[src/verilog/pcd_pkg.sv]
package pcd_pkg;
  // ==========================================================
  // Pin positions
  localparam int PIN_SCL       = 0;
  localparam int PIN_SDA       = 1;
  localparam int PIN_RX        = 2;
  localparam int PIN_TX        = 3;
  localparam int PIN_CAPTURE1  = 4;
  localparam int PIN_UART_CLK  = 5;
  localparam int PIN_TIMER1_CK = 6;
  localparam int PIN_TIMER2_CK = 7;
  localparam int NUM_PINS      = 8;
  localparam int NUM_EXT_INT   = 4;
  localparam int MASK_W        = 3;

  // ==========================================================
  // Reset values
  localparam logic [7:0] RST_BYTE = 8'h00;
  localparam logic       RST_BIT  = 1'b0;

  // ==========================================================
  // Spike filter timing
  localparam int CLK_PERIOD_PS = 20000;
  localparam int SPIKE_NS      = 50;
  localparam int SPIKE_CYC     = (SPIKE_NS * 1000 + CLK_PERIOD_PS - 1) / CLK_PERIOD_PS;
  localparam int SPIKE_CNT_W   = 2;
endpackage : pcd_pkg

[src/verilog/pcd_override_if.sv]
`timescale 1ns/1ps
interface pcd_override_if;
  logic [7:0] pu_oe;
  logic [7:0] pu_ov;
  logic [7:0] dd_oe;
  logic [7:0] dd_ov;
  logic [7:0] pv_oe;
  logic [7:0] pv_ov;
  logic [7:0] die_oe;
  logic [7:0] die_ov;
  logic [7:0] slew;
  modport src (output pu_oe, pu_ov, dd_oe, dd_ov, pv_oe, pv_ov, die_oe, die_ov, slew);
  modport dst (input  pu_oe, pu_ov, dd_oe, dd_ov, pv_oe, pv_ov, die_oe, die_ov, slew);
endinterface : pcd_override_if

[src/verilog/pcd_spike_filter.sv]
`timescale 1ns/1ps
module pcd_spike_filter
  import pcd_pkg::*;
(
  // Clock and reset
  input  wire logic clk,
  input  wire logic rst_n,
  // Line
  input  wire logic enable,
  input  wire logic line_in,
  output logic      line_out
);
  logic [SPIKE_CNT_W-1:0] cnt_ff;
  logic                   out_ff;

  // ==========================================================
  // Level must persist SPIKE_CYC cycles before it passes
  always_ff @(posedge clk) begin
    if (!rst_n || !enable) begin
      cnt_ff <= '0;
    end else if (line_in == out_ff) begin
      cnt_ff <= '0;
    end else begin
      cnt_ff <= cnt_ff + 1'b1;
    end
  end

  always_ff @(posedge clk) begin
    if (!rst_n) begin
      out_ff <= 1'b1;
    end else if (!enable) begin
      out_ff <= line_in;
    end else if (line_in != out_ff && cnt_ff >= SPIKE_CNT_W'(SPIKE_CYC - 1)) begin
      out_ff <= line_in;
    end
  end

  assign line_out = out_ff;
endmodule : pcd_spike_filter

[src/verilog/pcd_port_override.sv]
`timescale 1ns/1ps
// Operation
// - Compatibility mode keeps the high-address port output only.
// - High-address pins carry address bits 15..8, MSB on pin 7.
// - Pins 7..4 overridden when memory enabled and mask below 1..4.
// - Pins 3..0 overridden when memory enabled and mask below 5,6,7,7.
// - Compatibility mode treats mask as zero.
// - UART clock pin direction from its bit; sync mode drives generated clock.
// - Transmitter enabled forces tx pin output, pull-up off, data driven.
// - Receiver enabled forces rx pin input; pull-up follows port bit unless disabled.
// - Two-wire enable hands two lowest pins to data and clock lines.
// - Two-wire lines drive zero, direction from interface outputs: open drain.
// - Two-wire inputs filtered below 50 ns; slew limiting enabled.
// - Low four pins are interrupt inputs; enabled interrupt forces input enable.
// - Pins 7,6,4 feed timer inputs directly without overrides.
// - Compatibility mode withholds uart and two-wire pin functions.
module pcd_port_override
  import pcd_pkg::*;
(
  // Clock and reset
  input  wire logic                   MCLK,
  input  wire logic                   RST_N,
  // Mode and memory
  input  wire logic                   COMPAT_MODE,
  input  wire logic                   EXT_MEMORY_ENABLE,
  input  wire logic [MASK_W-1:0]      HIGH_ADDRESS_MASK,
  input  wire logic [7:0]             ADDRESS_HIGH,
  input  wire logic                   GLOBAL_PULLUP_DISABLE,
  // Port C own controls
  input  wire logic [7:0]             PORTC_OUT,
  input  wire logic [7:0]             PORTC_DIR,
  // Port C pin drive
  output logic      [7:0]             PORTC_PULLUP,
  output logic      [7:0]             PORTC_OE,
  output logic      [7:0]             PORTC_PIN_OUT,
  // Port D own controls
  input  wire logic [7:0]             PORTD_OUT,
  input  wire logic [7:0]             PORTD_DIR,
  // Port D pin drive and sense
  input  wire logic [7:0]             PORTD_PIN_IN,
  output logic      [7:0]             PORTD_PULLUP,
  output logic      [7:0]             PORTD_OE,
  output logic      [7:0]             PORTD_PIN_OUT,
  output logic      [7:0]             PORTD_INPUT_EN,
  output logic      [7:0]             PORTD_SLEW_LIMIT,
  output logic      [7:0]             PORTD_DATA_IN,
  // Second uart
  input  wire logic                   SECOND_UART_TX_ENABLE,
  input  wire logic                   SECOND_UART_RX_ENABLE,
  input  wire logic                   SECOND_UART_SYNC_SELECT,
  input  wire logic                   SECOND_UART_TX_DATA,
  input  wire logic                   SECOND_UART_CLOCK_OUT,
  output logic                        SECOND_UART_RX_DATA,
  output logic                        SECOND_UART_CLOCK_IN,
  // Two-wire interface
  input  wire logic                   TWO_WIRE_ENABLE,
  input  wire logic                   SDA_OUT,
  input  wire logic                   SCL_OUT,
  output logic                        SDA_IN,
  output logic                        SCL_IN,
  // Timers and interrupts
  input  wire logic [NUM_EXT_INT-1:0] EXT_INT_ENABLE,
  output logic      [NUM_EXT_INT-1:0] EXT_INT_IN,
  output logic                        TIMER1_CLOCK_INPUT,
  output logic                        TIMER2_CLOCK_INPUT,
  output logic                        TIMER1_CAPTURE_INPUT
);

  pcd_override_if ovc ();
  pcd_override_if ovd ();

  // ==========================================================
  // Shared per-pin mux
  function automatic logic [7:0] pick(input logic [7:0] oe, input logic [7:0] ov, input logic [7:0] own);
    pick = (oe & ov) | (~oe & own);
  endfunction

  logic [MASK_W-1:0] eff_mask;
  logic              uart_ok;
  logic              tw_ok;
  logic              sda_filt;
  logic              scl_filt;
  logic [7:0]        nxt_c_pu, nxt_c_oe, nxt_c_pv;
  logic [7:0]        nxt_d_pu, nxt_d_oe, nxt_d_pv, nxt_d_ie;
  logic [7:0]        c_pu_ff, c_oe_ff, c_pv_ff;
  logic [7:0]        d_pu_ff, d_oe_ff, d_pv_ff, d_ie_ff, d_slew_ff;
  logic [7:0]        d_in_ff;

  assign eff_mask = COMPAT_MODE ? '0 : HIGH_ADDRESS_MASK;
  assign uart_ok  = !COMPAT_MODE;
  assign tw_ok    = TWO_WIRE_ENABLE && !COMPAT_MODE;

  // ==========================================================
  // Port C address override
  genvar g;
  generate
    for (g = 0; g < NUM_PINS; g++) begin : g_addr
      // Pin g overridden when mask below 8-g, pins 0 and 1 share limit 7
      localparam int LIMIT = (g == 0) ? 7 : 8 - g;
      logic en;
      assign en = EXT_MEMORY_ENABLE && ({1'b0, eff_mask} < 4'(LIMIT));
      assign ovc.pu_oe[g]  = en;
      assign ovc.pu_ov[g]  = 1'b0;
      assign ovc.dd_oe[g]  = en;
      assign ovc.dd_ov[g]  = 1'b1;
      assign ovc.pv_oe[g]  = en;
      assign ovc.pv_ov[g]  = ADDRESS_HIGH[g];
      assign ovc.die_oe[g] = 1'b0;
      assign ovc.die_ov[g] = 1'b0;
      assign ovc.slew[g]   = 1'b0;
    end
  endgenerate

  always_comb begin
    nxt_c_pu = pick(ovc.pu_oe, ovc.pu_ov, PORTC_OUT & ~PORTC_DIR & {8{!GLOBAL_PULLUP_DISABLE}});
    nxt_c_oe = pick(ovc.dd_oe, ovc.dd_ov, PORTC_DIR);
    nxt_c_pv = pick(ovc.pv_oe, ovc.pv_ov, PORTC_OUT);
    if (COMPAT_MODE) begin
      nxt_c_oe = 8'hFF;
      nxt_c_pu = 8'h00;
    end
  end

  // ==========================================================
  // Port D overrides
  always_comb begin
    ovd.pu_oe  = 8'h00;
    ovd.pu_ov  = 8'h00;
    ovd.dd_oe  = 8'h00;
    ovd.dd_ov  = 8'h00;
    ovd.pv_oe  = 8'h00;
    ovd.pv_ov  = 8'h00;
    ovd.die_oe = 8'h00;
    ovd.die_ov = 8'h00;
    ovd.slew   = 8'h00;
    // Timer pins 7, 6, 4 carry no override
    ovd.pv_oe[PIN_UART_CLK] = uart_ok && SECOND_UART_SYNC_SELECT;
    ovd.pv_ov[PIN_UART_CLK] = SECOND_UART_CLOCK_OUT;
    ovd.pu_oe[PIN_TX] = uart_ok && SECOND_UART_TX_ENABLE;
    ovd.dd_oe[PIN_TX] = uart_ok && SECOND_UART_TX_ENABLE;
    ovd.dd_ov[PIN_TX] = 1'b1;
    ovd.pv_oe[PIN_TX] = uart_ok && SECOND_UART_TX_ENABLE;
    ovd.pv_ov[PIN_TX] = SECOND_UART_TX_DATA;
    ovd.pu_oe[PIN_RX] = uart_ok && SECOND_UART_RX_ENABLE;
    ovd.pu_ov[PIN_RX] = PORTD_OUT[PIN_RX] && !GLOBAL_PULLUP_DISABLE;
    ovd.dd_oe[PIN_RX] = uart_ok && SECOND_UART_RX_ENABLE;
    for (int i = PIN_SCL; i <= PIN_SDA; i++) begin
      ovd.pu_oe[i] = tw_ok;
      ovd.pu_ov[i] = PORTD_OUT[i] && !GLOBAL_PULLUP_DISABLE;
      ovd.dd_oe[i] = tw_ok;
      ovd.pv_oe[i] = tw_ok;
      ovd.slew[i]  = tw_ok;
    end
    ovd.dd_ov[PIN_SDA] = SDA_OUT;
    ovd.dd_ov[PIN_SCL] = SCL_OUT;
    for (int i = 0; i < NUM_EXT_INT; i++) begin
      ovd.die_oe[i] = EXT_INT_ENABLE[i];
      ovd.die_ov[i] = 1'b1;
    end
  end

  always_comb begin
    nxt_d_pu = pick(ovd.pu_oe, ovd.pu_ov, PORTD_OUT & ~PORTD_DIR & {8{!GLOBAL_PULLUP_DISABLE}});
    nxt_d_oe = pick(ovd.dd_oe, ovd.dd_ov, PORTD_DIR);
    nxt_d_pv = pick(ovd.pv_oe, ovd.pv_ov, PORTD_OUT);
    nxt_d_ie = pick(ovd.die_oe, ovd.die_ov, 8'hFF);
  end

  // ==========================================================
  // Registered pin drive; one cycle of latency for clean outputs
  always_ff @(posedge MCLK) begin
    if (!RST_N) begin
      c_pu_ff <= RST_BYTE;
      c_oe_ff <= RST_BYTE;
      c_pv_ff <= RST_BYTE;
    end else begin
      c_pu_ff <= nxt_c_pu;
      c_oe_ff <= nxt_c_oe;
      c_pv_ff <= nxt_c_pv;
    end
  end

  always_ff @(posedge MCLK) begin
    if (!RST_N) begin
      d_pu_ff   <= RST_BYTE;
      d_oe_ff   <= RST_BYTE;
      d_pv_ff   <= RST_BYTE;
      d_ie_ff   <= RST_BYTE;
      d_slew_ff <= RST_BYTE;
    end else begin
      d_pu_ff   <= nxt_d_pu;
      d_oe_ff   <= nxt_d_oe;
      d_pv_ff   <= nxt_d_pv;
      d_ie_ff   <= nxt_d_ie;
      d_slew_ff <= ovd.slew;
    end
  end

  always_ff @(posedge MCLK) begin
    if (!RST_N) begin
      d_in_ff <= RST_BYTE;
    end else begin
      d_in_ff <= PORTD_PIN_IN & nxt_d_ie;
    end
  end

  // ==========================================================
  // Two-wire input filters
  pcd_spike_filter u_sda_filt (
    .clk      (MCLK),
    .rst_n    (RST_N),
    .enable   (tw_ok),
    .line_in  (PORTD_PIN_IN[PIN_SDA]),
    .line_out (sda_filt)
  );

  pcd_spike_filter u_scl_filt (
    .clk      (MCLK),
    .rst_n    (RST_N),
    .enable   (tw_ok),
    .line_in  (PORTD_PIN_IN[PIN_SCL]),
    .line_out (scl_filt)
  );

  // ==========================================================
  // Outputs
  assign PORTC_PULLUP         = c_pu_ff;
  assign PORTC_OE             = c_oe_ff;
  assign PORTC_PIN_OUT        = c_pv_ff;
  assign PORTD_PULLUP         = d_pu_ff;
  assign PORTD_OE             = d_oe_ff;
  assign PORTD_PIN_OUT        = d_pv_ff;
  assign PORTD_INPUT_EN       = d_ie_ff;
  assign PORTD_SLEW_LIMIT     = d_slew_ff;
  assign PORTD_DATA_IN        = d_in_ff;
  assign SECOND_UART_RX_DATA  = d_in_ff[PIN_RX];
  assign SECOND_UART_CLOCK_IN = d_in_ff[PIN_UART_CLK];
  assign SDA_IN               = sda_filt;
  assign SCL_IN               = scl_filt;
  assign EXT_INT_IN           = d_in_ff[NUM_EXT_INT-1:0];
  assign TIMER1_CLOCK_INPUT   = d_in_ff[PIN_TIMER1_CK];
  assign TIMER2_CLOCK_INPUT   = d_in_ff[PIN_TIMER2_CK];
  assign TIMER1_CAPTURE_INPUT = d_in_ff[PIN_CAPTURE1];
endmodule : pcd_port_override

[config.mk]
export PLATFORM = sky130hd
export DESIGN_NAME = pcd_port_override
export DESIGN_NICKNAME = d
export VERILOG_FILES = /design/src/verilog/pcd_pkg.sv /design/src/verilog/pcd_override_if.sv /design/src/verilog/pcd_spike_filter.sv /design/src/verilog/pcd_port_override.sv
export SDC_FILE = /design/constraint.sdc
export NUM_CORES = 1
export LEC_CHECK = 0
export ABC_CLOCK_PERIOD_IN_PS = 1000
export BUFFER_PORTS_ARGS = -buffer_cell sky130_fd_sc_hd__buf_2
export CAP_MARGIN = 20
export CORE_MARGIN = 2
export CORE_UTILIZATION = 43
export CTS_BUF_LIST = sky130_fd_sc_hd__clkbuf_4
export DETAILED_ROUTE_END_ITERATION = 7
export GPL_TIMING_DRIVEN = 0
export MAX_ROUTING_LAYER = met4
export PLACE_DENSITY = 0.81
export SLEW_MARGIN = 20
export SYNTH_ARGS = -nofsm -noshare
export SYNTH_HDL_FRONTEND = slang
export SYNTH_HIERARCHICAL = 1
export SYNTH_SLANG_ARGS = --single-unit
[constraint.sdc]
create_clock -name MCLK -period 1 [get_ports MCLK]
set_input_delay 0.1 -clock MCLK [delete_from_list [all_inputs] [get_ports MCLK]]
set_output_delay 0.1 -clock MCLK [all_outputs]
set_load 0.02 [all_outputs]
# After elaboration in Yosys (flattened, before gate mapping)
# Cells that the tools add are included.
[word_totals]
ff_bits = 77
inputBits = 68
out_inout_bits = 83
[classes]
add_sub_neg = 2
magnitude_cmp = 9
n_eq_ne = 6
n_mux = 6
bitwise = 28
reduce_logical = 24
[ops]
columns = ["cell", "count"]
rows = [
  ["$and A8 B8 Y8", 12],
  ["$not A8 Y8", 3],
  ["$or A4 B8 Y8", 3],
  ["$logic_and A1 B1 Y1", 16],
  ["$not A4 Y8", 2],
  ["$or A8 B8 Y8", 2],
  ["$lt A3 B3 Y1 const B", 4],
  ["$mux W8", 1],
  ["$not A6 Y8", 1],
  ["$or A6 B8 Y8", 1],
  ["$and A6 B6 Y6", 1],
  ["$lt A3 B2 Y1 const B", 2],
  ["$reduce_or A2 Y1", 3],
  ["$add A2 B1 Y2 const B", 2],
  ["$and A4 B3 Y4", 1],
  ["$and A4 B4 Y4", 1],
  ["$ge A2 B2 Y1 const B", 2],
  ["$logic_not A1 Y1", 4],
  ["$mux W1", 4],
  ["$ne A2 B2 Y1 const B", 2],
  ["$lt A3 B1 Y1 const B", 1],
  ["$mux W3", 1],
  ["$eq A1 B1 Y1", 2],
  ["$ne A1 B1 Y1", 2],
  ["2 further kinds", 2],
]

# Logic depth before layout (Yosys ltp)
# Gate-level depths: netlist of the first run.
[depth]
ltp_word = 7
mapped_depth = 4

# By module
# The synthesis of the first run kept the hierarchy.
[by_module_without_submodules]
columns = ["mod", "instances", "cells_each", "area_per_inst_um2"]
rows = [
  ["pcd_port_override", 1, 201, 2088.3],
  ["pcd_spike_filter", 2, 13, 128.9],
]

# Worst setup path before layout of the first run
# Ideal clock, no wire load.
[synth_timing]
path_kind = "reg2reg"
startpoint = "register u_scl_filt.cnt_ff[0]"
endpoint = "register u_scl_filt.out_ff, in the netlist u_scl_filt/line_out"
t_arrival_ps = 794
t_required_ps = 874
slack_ps = 80
stages_incl_launch_ff = 5
n_path_buf = 0
path_cell_list = "dfxtp_1 -> inv_1 -> ha_1 -> nor3b_1 -> o211ai_1"
[synth_via]
elab_chain_len = 3
[synth_rtl]
columns = ["item", "line_no", "source"]
rows = [
  ["start: declaration", "pcd_spike_filter.sv:13", "logic [SPIKE_CNT_W-1:0] cnt_ff;"],
  ["start signal: assignment", "pcd_spike_filter.sv:24", "cnt_ff <= cnt_ff + 1'b1;"],
  ["$ge A2 B2 Y1", "pcd_spike_filter.sv:33", "end else if (line_in != out_ff && cnt_ff >= SPIKE_CNT_W'(SPIKE_CYC - 1)) begin"],
  ["$logic_and A1 B1 Y1", "pcd_spike_filter.sv:33", ""],
  ["$ne A2 B2 Y1 (no line)", "n/a", ""],
  ["end signal: assignment", "pcd_spike_filter.sv:32", "out_ff <= line_in;"],
  ["end signal: assignment", "pcd_spike_filter.sv:34", "out_ff <= line_in;"],
  ["end: declaration", "pcd_spike_filter.sv:14", "logic out_ff;"],
]
# No other way between the ends.
# A chain may end at the register's enable or synchronous reset.

==> results by group, run 1 <==
Outcome
  – Status: finished with violations
  – Failing checks: negative setup slack

Global routing
  – Initial antenna violation count: 1
  – Vias in the first global route: 2473
  – Global-route wire length before repair: 12.1 mm
  – GRT Overall Usage: 26.9%
  – Largest net degree at the start of global routing: 11
  – Overflow after GRT: 0

Cells and area
  – Design Area, Final: 4370 um^2
  – Area grow syn2layout: 86.3%
  – Fin util: 84.5%
  – Nets: 508
  – Most frequent cells in the layout: buf_6, buf_2, dlygate4sd3_1
  – Commonest non-fill, non-tap cell in the layout: buf_6
  – Ratio of cells with drive above 1 in the final layout: 54.8%

Hold path
  – Min-Delay Path Class: in -> reg
  – Worst hold endpoint: u_scl_filt/cnt_ff[0]$_SDFF_PP0_
  – WHS Path Cells: 3
  – Hold path start: RST_N

Pwr
  – Max rail drop VDD: around 0.82 mV
  – Leakage: around 2.1 nW
  – Power density over the cells: 1330 nW/um^2

STA
  – Setup violators final: 22
  – Fin worst setup slack: -157 ps
  – Hold Fails Final Rpt: 0
  – Worst Max-Slew Pin Slew: 548 ps
  – Skew final: between 7 and 8 ps
  – Setup TNS: -1970 ps
  – Fmax: between 0.8 and 0.9 GHz
  – RSZ-0062 raised after global routing: yes
  – Max Transition Viols Final: 0
  – Max-slew headroom: 63.4%
  – Hold_ws: 14.8 ps
  – Post-route minimum period: 1160 ps
  – Final Cycle Share: 116%

Place
  – PortBufs: 140
  – Post-DP HPWL: 4.48 mm
  – Pre-CTS setup slack: -226 ps
  – Post-DP Area: around 3200 um^2
  – GP Congestion: 0.848

CTS
  – Clock root buffer: clkbuf_4
  – CTS tree: done
  – CTS sink cnt: 64
  – CTS clk-pin slew, worst paths: roughly 110 ps
  – Clk_lat worst skew: approximately 410 ps
  – Clock Path Buffers: 2
  – CTS Buf Count: 9
  – H-tree levels: 3

Yosys
  – Largest cells by area after synthesis: dfxtp_1, buf_4, and2_1, mux2i_1, nand2_1
  – Post-synthesis sequential area ratio: 54.6%
  – Yosys cell types: 32
  – Post-synth top area share: between 50% and 60%
  – Mean area per synthesized cell: 10.3 um^2
  – Warnings from Yosys: 6
  – Mapped Cells: 227
  – Post-synth top area cell: dfxtp_1
  – Synth Register Bits: 64
  – Mapped Area: roughly 2300 um^2

Setup path
  – Crit start category: register
  – Worst setup EP type: output port
  – CP Class: reg -> out
  – CP max stage cell: dfxtp_4
  – Slowest Stage Delay on Critical Path: roughly 400 ps
  – Stages on the worst setup path: 2
  – Buf+Inv Stages, Crit Path: 2
  – Reg-to-Reg End: u_sda_filt/line_out$_SDFFE_PN1P_
  – R2r worst-path depth: 3
  – Arrival time worst endpoint: around 1100 ps
  – Max Fanout on Critical Path: 8
  – Crit path required time: about 900 ps
  – Crit path cell chain: buf_4, buf_6
  – CP top delay family: flip-flops
  – Reg2reg setup slack: -20 ps
  – Reg2Reg Launch Point: u_sda_filt/cnt_ff[1]$_SDFF_PP0_

Floorplanning
  – I/O pin cnt: 151
  – Die H: 77.9 um
  – DIE WIDTH: 77.9 um
  – Initial Util: 45.4%
  – CORE AREA: 5170 um^2
  – Die area: 6060 um^2
  – # rows: 26

Detailed routing
  – WL final: 9.37 mm
  – Vias per inst: between 4 and 5
  – Pre-antenna DRT Iters: 5
  – Vias: 2564
  – 1st-iter DRT viols: 147
  – DR DRC count: 0
  – Final ANT Viol Nets: 0
  – WL/cell: 18.3 um

Flow run
  – Max-Cap Viols: 0
synthesized netlist by cell type:
master and instances:
a211oi_1 1, a211oi_2 4, a21boi_0 5, a21oi_1 1
a22oi_1 1, and2_1 16, and3_1 13, and4_1 2
buf_2 4, buf_4 23, clkbuf_1 4, conb_1 1
dfxtp_1 64, ha_1 2, inv_1 7, mux2i_1 9
nand2_1 22, nand2_2 1, nand2b_1 3, nand2b_2 1
nand4bb_1 2, nor2_1 5, nor2b_1 13, nor3_1 6
nor3b_1 6, nor4b_2 1, o211ai_1 2, o21a_1 1
o21ai_0 3, o21ai_1 1, o21ai_4 1, xnor2_1 2
how the worst max path moves through the flow:
stage / start / endpoint / slack [ps]
floorplan: u_scl_filt/cnt_ff[0]$_SDFF_PP0_ / u_scl_filt/line_out$_SDFFE_PN1P_ / 80
global placement: RST_N / PORTD_OE[1]$_SDFF_PN0_ / -240
detailed placement: RST_N / PORTD_OE[1]$_SDFF_PN0_ / -230
CTS: PORTD_INPUT_EN[6]$_SDFF_PN0_ / PORTD_INPUT_EN[6] / -130
global route: PORTD_INPUT_EN[6]$_SDFF_PN0_ / PORTD_INPUT_EN[2] / -200
finish: PORTD_INPUT_EN[6]$_SDFF_PN0_ / PORTD_INPUT_EN[2] / -160
tightest hold or removal path: stages:
cell and delay (ps):
buf_2 140, nand2_1 90, nor3_1 50
state kept, by name, indices dropped and copies added, names as in the netlist:
| register | cells |
|---|---|
| u_sda_filt/cnt_ff | 2 |
| PORTC_PIN_OUT | 8 |
| PORTC_PULLUP | 8 |
| u_scl_filt/line_out | 1 |
| PORTD_INPUT_EN | 1 |
| PORTD_OE | 8 |
| PORTD_PULLUP | 8 |
| PORTD_PIN_OUT | 8 |
| u_scl_filt/cnt_ff | 2 |
| PORTD_DATA_IN | 8 |
| PORTD_SLEW_LIMIT | 1 |
| PORTC_OE | 8 |
| u_sda_filt/line_out | 1 |
routing by layer:
| layer | GRT usage, % | share of wire (%) |
|---|---|---|
| met1 | 28.8 | 36 |
| met2 | 48.4 | 53 |
| met3 | 5.35 | 6.8 |
| met4 | 10.9 | 4.7 |
| met5 | - | 0 |
area by class of cell:
| type | count | area (um^2) |
|---|---|---|
| Timing Repair Buffer | 196 | 1670 |
| Sequential cell | 64 | 1350 |
| Multi-Input combinational cell | 130 | 875 |
| Fill cell | 262 | 802 |
| Buffer | 30 | 234 |
| Tap cell | 70 | 87.6 |
| Clock buffer | 11 | 82.6 |
| Clock inverter | 4 | 46.3 |
| Inverter | 7 | 26.3 |
| Antenna cell | 1 | 2.50 |
what timing repair did:
| item | CTS | global route |
|---|---|---|
| pin swaps | 0 | 3 |
| setup buffers | 2 | 0 |
| hold buffers | 54 | 0 |
| hold endpoints to repair | 56 | 0 |
| gates resized for setup | 73 | 127 |
| endpoints found under the setup margin | 31 | 78 |
stage by stage:
step / instances / power, mW
2_1_floorplan: 232 / 3.30
3_3_place_gp: 442 / 3.65
3_5_place_dp: 442 / 3.67
4_1_cts: 512 / 5.56
5_1_grt: 513 / 6.03
6_report: 513 / 5.80
kinds of logic (layout without fill, tap and decap cells):
group | count (synthesis) | after routing | synth area share, %
AO/OA/AOI/OAI | 20 | 20 | 7.09
XOR/XNOR | 2 | 2 | 0.747
adder cells (fa/ha/maj) | 2 | 2 | 1.07
buffers and inverters | 38 | 248 | 9.97
flip-flops | 64 | 64 | 54.6
multiplexers | 9 | 9 | 3.84
other | 1 | 7 | 0.160
AND/OR/NAND/NOR | 91 | 91 | 22.5
power by group:
group	switching, mW	internal (mW)
Clock	0.923	0.795
Sequential	0.0791	2.69
Combinational	0.624	0.690
(Power assumes the default switching activity.)
==> run 2, diff against run 1 <==
ABC_CLOCK_PERIOD_IN_PS = 1220   (was 1000)
clock period = 1.22 ns   (was 1 ns; I/O delays follow)
==> run 2 against run 1 <==
  * The flow now finishes without violations
  * Largest cell class unchanged
  * Flip-flop and latch count stayed put
  * Setup slack better by 190 ps
  * Core utilization is 11 points lower
==> results by group, run 2 (synthesized netlist as in run 1, its figures left out) <==
Global routing
  – Global-route wire length before repair: 10.8 mm (was 12.1 mm)
  – Initial antenna violation count: 0 (was 1)
  – GRT Overall Usage: 24.0% (was 26.9%)
  – Vias in the first global route: 2344 (was 2473)
  – Largest net degree at the start of global routing: 11 (unchanged)
  – Overflow after GRT: 0 (unchanged)

Pwr
  – Power Total: 4.46 mW (was 5.80 mW)
  – Leakage: 1.99 nW (was 2.10 nW)
  – Power density over the cells: 1170 nW/um^2 (was 1330 nW/um^2)
  – Max rail drop VDD: 0.669 mV (was 0.816 mV)

Cells and area
  – Area grow syn2layout: 63.0% (was 86.3%)
  – N_diodes: 0 (was 1)
  – Nets: 506 (was 508)
  – Ratio of cells with drive above 1 in the final layout: 43.4% (was 54.8%)
  – Commonest non-fill, non-tap cell in the layout: buf_2 (was buf_6)
  – Fin util: 73.9% (was 84.5%)
  – Most frequent cells in the layout: buf_2, dfxtp_1, dlygate4sd3_1 (was buf_6, buf_2, dlygate4sd3_1)

Detailed routing
  – Pre-antenna DRT Iters: 4 (was 5)
  – Final ANT Viol Nets: 0 (unchanged)
  – WL final: 6.94 mm (was 9.37 mm)
  – 1st-iter DRT viols: 89 (was 147)
  – Vias per inst: 4.50 (was 5.00)
  – Vias: 2294 (was 2564)
  – WL/cell: 13.6 um (was 18.3 um)
  – DR DRC count: 0 (unchanged)

Setup path
  – CP Class: in -> reg (was reg -> out)
  – Crit path required time: 1550 ps (was 900 ps)
  – Max Fanout on Critical Path: 2 (was 8)
  – R2r worst-path depth: 4 (was 3)
  – Arrival time worst endpoint: 1520 ps (was 1060 ps)
  – Worst setup EP type: register (was output port)
  – Crit start category: primary input (was register)

Floorplanning
  – Die area: 6060 um^2 (unchanged)
  – # rows: 26 (unchanged)
  – CORE AREA: 5170 um^2 (unchanged)
  – Die H: 77.9 um (unchanged)
  – Initial Util: 45.4% (unchanged)
  – I/O pin cnt: 151 (unchanged)
  – DIE WIDTH: 77.9 um (unchanged)

STA
  – Fin worst setup slack: 31.6 ps (was -157 ps)
  – Post-route minimum period: 1190 ps
  – Max Transition Viols Final: 0 (unchanged)
  – Setup violators final: 0 (was 22)
  – Fmax: 0.841 GHz
  – Setup TNS: 0 ps (was -1970 ps)
  – Skew final: 5.56 ps (was 7.11 ps)
  – Hold Fails Final Rpt: 0 (unchanged)
  – Final Cycle Share: 97.4%

CTS
  – Clock root buffer: clkbuf_4 (unchanged)
  – Setup bufs post-CTS: 0 (was 2)
  – CTS tree: done (unchanged)
  – CTS Buf Count: 9 (unchanged)
  – CTS clk-pin slew, worst paths: 100 ps (was 110 ps)
  – H-tree levels: 3 (unchanged)
  – CTS sink cnt: 64 (unchanged)
  – Clk_lat worst skew: 380 ps (was 410 ps)
  – Clock Path Buffers: 2 (unchanged)

Place
  – Post-DP HPWL: 4.48 mm (unchanged)
  – Pre-CTS setup slack: -27.7 ps (was -226 ps)
  – PortBufs: 140 (unchanged)
  – GP Congestion: 0.848 (unchanged)

Outcome
  – Status: finished clean (was finished with violations)

Flow run
  – Max-Cap Viols: 0 (unchanged)

Hold path
  – Min-Delay Path Class: in -> reg (unchanged)
  – WHS Path Cells: 3 (unchanged)
run 2: cell count changes in the layout (fill, tap and decap cells not counted), sizes merged:
cell / delta
buf: -1
diode: -1
dlygate4sd3: -1
run 2: final timing paths:
check,start,to,slack (ps)
worst max-delay path,PORTD_DIR[4],PORTD_PULLUP[4]$_SDFF_PN0_,30
worst min register to register,u_scl_filt/cnt_ff[0]$_SDFF_PP0_,u_scl_filt/cnt_ff[0]$_SDFF_PP0_,420
worst min-delay path,SECOND_UART_RX_ENABLE,PORTD_PULLUP[2]$_SDFF_PN0_,10
worst max register to register,u_sda_filt/cnt_ff[0]$_SDFF_PP0_,u_sda_filt/line_out$_SDFFE_PN1P_,190
run 2: metrics by stage:
step,instances,instance area (um^2),hold WS [ps]
after floorplan,232,2360,150
after global placement,442,3150,294
after detailed placement,442,3150,296
after CTS,510,3810,1.84
after global routing,510,3820,4.28
final,510,3820,15.0
run 2: layout make-up:
cell class	count	area (um^2)
plain buffers	31	208
clock buffers	11	82.6
clock inverters	4	46.3
fillers	376	1350
inverters	7	26.3
multi-input cells	130	850
flip-flops and latches	64	1290
well taps	70	87.6
repair buffers	193	1240
run 2: repair_timing:
item / CTS / global route
resized for setup: 1 / 5
endpoints found under the hold margin: 53 / 1
hold buffers: 53 / 1
gates cloned: 0 / 0
endpoints found under the setup margin: 7 / 11
run 2: per-layer routing:
metal,global-route usage (%),share of wire [%]
met4,12.0,2.7
met3,5.35,7.4
met5,-,0
met2,41.1,49
met1,26.3,41
run 2: critical path, stage by stage:
cell and delay (ps):
dlygate4sd3_1 530, buf_2 120, nor3b_1 170, dlygate4sd3_1 570
run 2: power by group:
part	switching (mW)	internal, mW	total (mW)
Sequential	0.0376	2.19	2.23
Clock	0.704	0.652	1.36
Combinational	0.455	0.415	0.871
==> run 3, diff against run 2 <==
ABC_AREA = 1   (was not set)
CORE_UTILIZATION = 44   (was 43)
GPL_ROUTABILITY_DRIVEN = 0   (was not set)
PLACE_DENSITY = 0.83   (was 0.81)
==> run 3 against run 2 <==
  * The flow now finishes with violations (negative setup slack)
  * Global-route usage increased by 4.4 points
  * Critical endpoint is now PORTD_PULLUP[6]$_SDFF_PN0_
  * Largest power group unchanged
  * Critical path type unchanged
  * Synthesized cell count increased by 29%
  * Clock power increased by 16%
  * Via count increased by 18%
==> results by group, run 3 <==
Outcome
  – Status: finished with violations (was finished clean)
  – Failing checks: negative setup slack

Detailed routing
  – Vias: 2716 (was 2294)
  – WL final: 8.42 mm (was 6.94 mm)
  – Vias per inst: 4.72 (was 4.50)
  – 1st-iter DRT viols: 138 (was 89)
  – Pre-antenna DRT Iters: 5 (was 4)
  – Final ANT Viol Nets: 0 (unchanged)
  – DR DRC count: 0 (unchanged)
  – WL/cell: 14.6 um (was 13.6 um)

Yosys
  – Asr flop ratio synth: 0% (unchanged)
  – Post-synthesis sequential area ratio: 54.1% (was 54.6%)
  – Largest cells by area after synthesis: dfxtp_1, nand2_1, buf_4, inv_1, nand3_1 (was dfxtp_1, buf_4, and2_1, mux2i_1, nand2_1)
  – Post-synth top area cell: dfxtp_1 (unchanged)
  – Warnings from Yosys: 6 (unchanged)
  – Post-synth EDFFs: 0 (unchanged)
  – Post-synth top area share: 54.1% (was 54.6%)
  – Mean area per synthesized cell: 8.11 um^2 (was 10.3 um^2)
  – Post-synth top flop: dfxtp_1 (unchanged)
  – Mapped Cells: 292 (was 227)
  – Commonest cells post-synth: nand2_1, dfxtp_1, inv_1 (was dfxtp_1, buf_4, nand2_1)
  – Yosys cell types: 27 (was 32)
  – Synth Register Bits: 64 (unchanged)
  – Mapped Area: 2370 um^2 (was 2350 um^2)
  – Most common cell in the netlist: nand2_1 (was dfxtp_1)

STA
  – Skew final: 0.571 ps (was 5.56 ps)
  – Post-route minimum period: 1220 ps (was 1190 ps)
  – Setup violators final: 1 (was 0)
  – Max Transition Viols Final: 0 (unchanged)
  – Fin worst setup slack: -0.191 ps (was 31.6 ps)
  – Final Cycle Share: 100% (was 97.4%)
  – Hold Fails Final Rpt: 0 (unchanged)
  – Fmax: 0.820 GHz (was 0.841 GHz)
  – Hold_ws: 28.7 ps (was 15.0 ps)

Pwr
  – Max rail drop VDD: 0.916 mV (was 0.669 mV)
  – Sequential power share: 47.0% (was 50.0%)
  – Clk pwr share: 33.3% (was 30.4%)
  – Power density over the cells: 1210 nW/um^2 (was 1170 nW/um^2)
  – Psw: 1.33 mW (was 1.20 mW)
  – Leakage: 2.21 nW (was 1.99 nW)
  – Internal power: 3.42 mW (was 3.26 mW)
  – Gate power share: 19.7% (was 19.5%)
  – Switching Fraction: 28.1% (was 26.9%)

Setup path
  – Crit start category: primary input (unchanged)
  – Reg2reg setup slack: 180 ps (was 190 ps)
  – R2r worst-path depth: 6 (was 4)
  – Reg2Reg Launch Point: u_sda_filt/cnt_ff[0]$_SDFF_PP0_ (unchanged)
  – Reg-to-Reg End: u_sda_filt/line_out$_SDFFE_PN1P_ (unchanged)
  – CP Class: in -> reg (unchanged)
  – Worst setup EP type: register (unchanged)
  – Max Fanout on Critical Path: 2 (unchanged)
  – Crit path required time: 1560 ps (was 1550 ps)
  – Arrival time worst endpoint: 1560 ps (was 1520 ps)

CTS
  – CTS sink cnt: 64 (unchanged)
  – Clock Path Buffers: 2 (unchanged)
  – Clk_lat worst skew: 390 ps (was 380 ps)
  – CTS Buf Count: 9 (unchanged)
  – H-tree levels: 3 (unchanged)
  – Clock root buffer: clkbuf_4 (unchanged)
  – Setup bufs post-CTS: 0 (unchanged)
  – CTS tree: done (unchanged)
  – CTS clk-pin slew, worst paths: 110 ps (was 100 ps)

Cells and area
  – Area grow syn2layout: 65.3% (was 63.0%)
  – FF/Latch Area: 1290 um^2 (about the same)
  – Multi-input gate area: 738 um^2 (was 850 um^2)
  – Fin util: 76.2% (was 73.9%)
  – Filler Cells Inserted: 360 (was 376)
  – Commonest non-fill, non-tap cell in the layout: buf_2 (unchanged)
  – Ratio of cells with drive above 1 in the final layout: 39.1% (was 43.4%)
  – N_diodes: 0 (unchanged)
  – Most frequent cells in the layout: buf_2, nand2_1, dfxtp_1 (was buf_2, dfxtp_1, dlygate4sd3_1)
  – Nets: 571 (was 506)

Floorplanning
  – # rows: 26 (unchanged)
  – I/O pin cnt: 151 (unchanged)
  – Initial Util: 46.1% (was 45.4%)
  – DIE WIDTH: 77.4 um (was 77.9 um)
  – CORE AREA: 5140 um^2 (was 5170 um^2)
  – Die area: 5990 um^2 (was 6060 um^2)
  – Die H: 77.4 um (was 77.9 um)

Global routing
  – Largest net degree at the start of global routing: 12 (was 11)
  – Vias in the first global route: 2804 (was 2344)
  – Initial antenna violation count: 0 (unchanged)
  – Overflow after GRT: 0 (unchanged)
  – GRT Overall Usage: 28.5% (was 24.0%)
  – Global-route wire length before repair: 12.9 mm (was 10.8 mm)

Hold path
  – WHS Path Cells: 3 (unchanged)
  – Min-Delay Path Class: in -> reg (unchanged)
  – Hold path start: SECOND_UART_TX_ENABLE (was SECOND_UART_RX_ENABLE)
  – Worst hold endpoint: PORTD_OE[3]$_SDFF_PN0_ (was PORTD_PULLUP[2]$_SDFF_PN0_)

Place
  – Pre-CTS setup slack: -136 ps (was -27.7 ps)
  – PortBufs: 140 (unchanged)
  – Post-DP HPWL: 4.86 mm (was 4.48 mm)

Flow run
  – Max-Cap Viols: 0 (unchanged)
## run 3: cell types whose count changed after synthesis, sizes merged, moves of 5 or more
cell / before / now
and2: 16 / 0
nand3: 0 / 20
mux2i: 9 / 0
inv: 7 / 44
a21oi: 1 / 13
nor2: 5 / 27
a31oi: 0 / 6
and3: 13 / 0
nand2: 23 / 72
a21boi: 5 / 0
nor2b: 13 / 0
## run 3: area by class of cell
class	instances	share of cell area [%]
tap	70	2.24
sequential	64	32.9
clock inverter	7	2.21
clock buffer	9	1.73
multi-input combinational	158	18.9
buffer	30	5.50
timing repair buffer	193	32.3
inverter	45	4.31
## run 3: worst max-delay path by stage
stage / startpoint / end / slack [ps]
2_1_floorplan: u_scl_filt/cnt_ff[0]$_SDFF_PP0_ / u_scl_filt/line_out$_SDFFE_PN1P_ / 310
5_1_grt: PORTD_OUT[6] / PORTD_PULLUP[6]$_SDFF_PN0_ / -30
6_report: PORTD_OUT[6] / PORTD_PULLUP[6]$_SDFF_PN0_ / -0.2
3_3_place_gp: RST_N / PORTC_PULLUP[3]$_SDFF_PP0_ / -100
3_5_place_dp: RST_N / PORTC_PULLUP[2]$_SDFF_PP0_ / -140
4_1_cts: PORTD_INPUT_EN[6]$_SDFF_PN0_ / PORTD_INPUT_EN[7] / 20
## run 3: power by group through the flow
stage | registers, mW | clock network [mW] | logic (mW)
global route | 2.24 | 1.71 | 0.992
global placement | 2.27 | 0 | 0.732
detailed placement | 2.28 | 0 | 0.746
floorplan | 2.41 | 0 | 0.311
CTS | 2.23 | 1.61 | 0.883
finish | 2.23 | 1.58 | 0.934
## run 3: cell families (layout without fill, tap and decap cells)
logic type      count (synthesis)  count (layout)  share of synthesized area [%]
compound gates                 22              22                           5.55
other cells                     1               6                          0.158
simple gates                  128             128                           23.0
fa+ha+maj                       2               2                           1.06
buf+inv                        75             284                           16.1
flops                          64              64                           54.1
## run 3: layer usage
metal,routed length (um),track usage (%)
met3,796,7.56
met4,229,14.1
met5,0,-
met2,4320,51.6
met1,3070,28.1
## run 3: critical path, stage by stage
cell	delay, ps
dlygate4sd3_1	530
buf_2	110
nand2_1	70
nor3_1	160
dlygate4sd3_1	570
## run 3: repair_timing
item / CTS / global route
gates resized for setup: 2 / 18
hold endpoints to repair: 57 / 0
endpoints found under the setup margin: 8 / 13
pin swaps: 0 / 1
hold buffers: 56 / 0
## run 3: stage by stage
| step | cells | area [um^2] | total power [mW] | setup TNS, ps |
|---|---|---|---|---|
| floorplan | 297 | 2390 | 2.72 | 0 |
| global placement | 507 | 3180 | 3.00 | -876 |
| detailed placement | 507 | 3180 | 3.02 | -887 |
| CTS | 579 | 3890 | 4.72 | 0 |
| global route | 576 | 3920 | 4.94 | -39.8 |
| finish | 576 | 3920 | 4.75 | -0.191 |
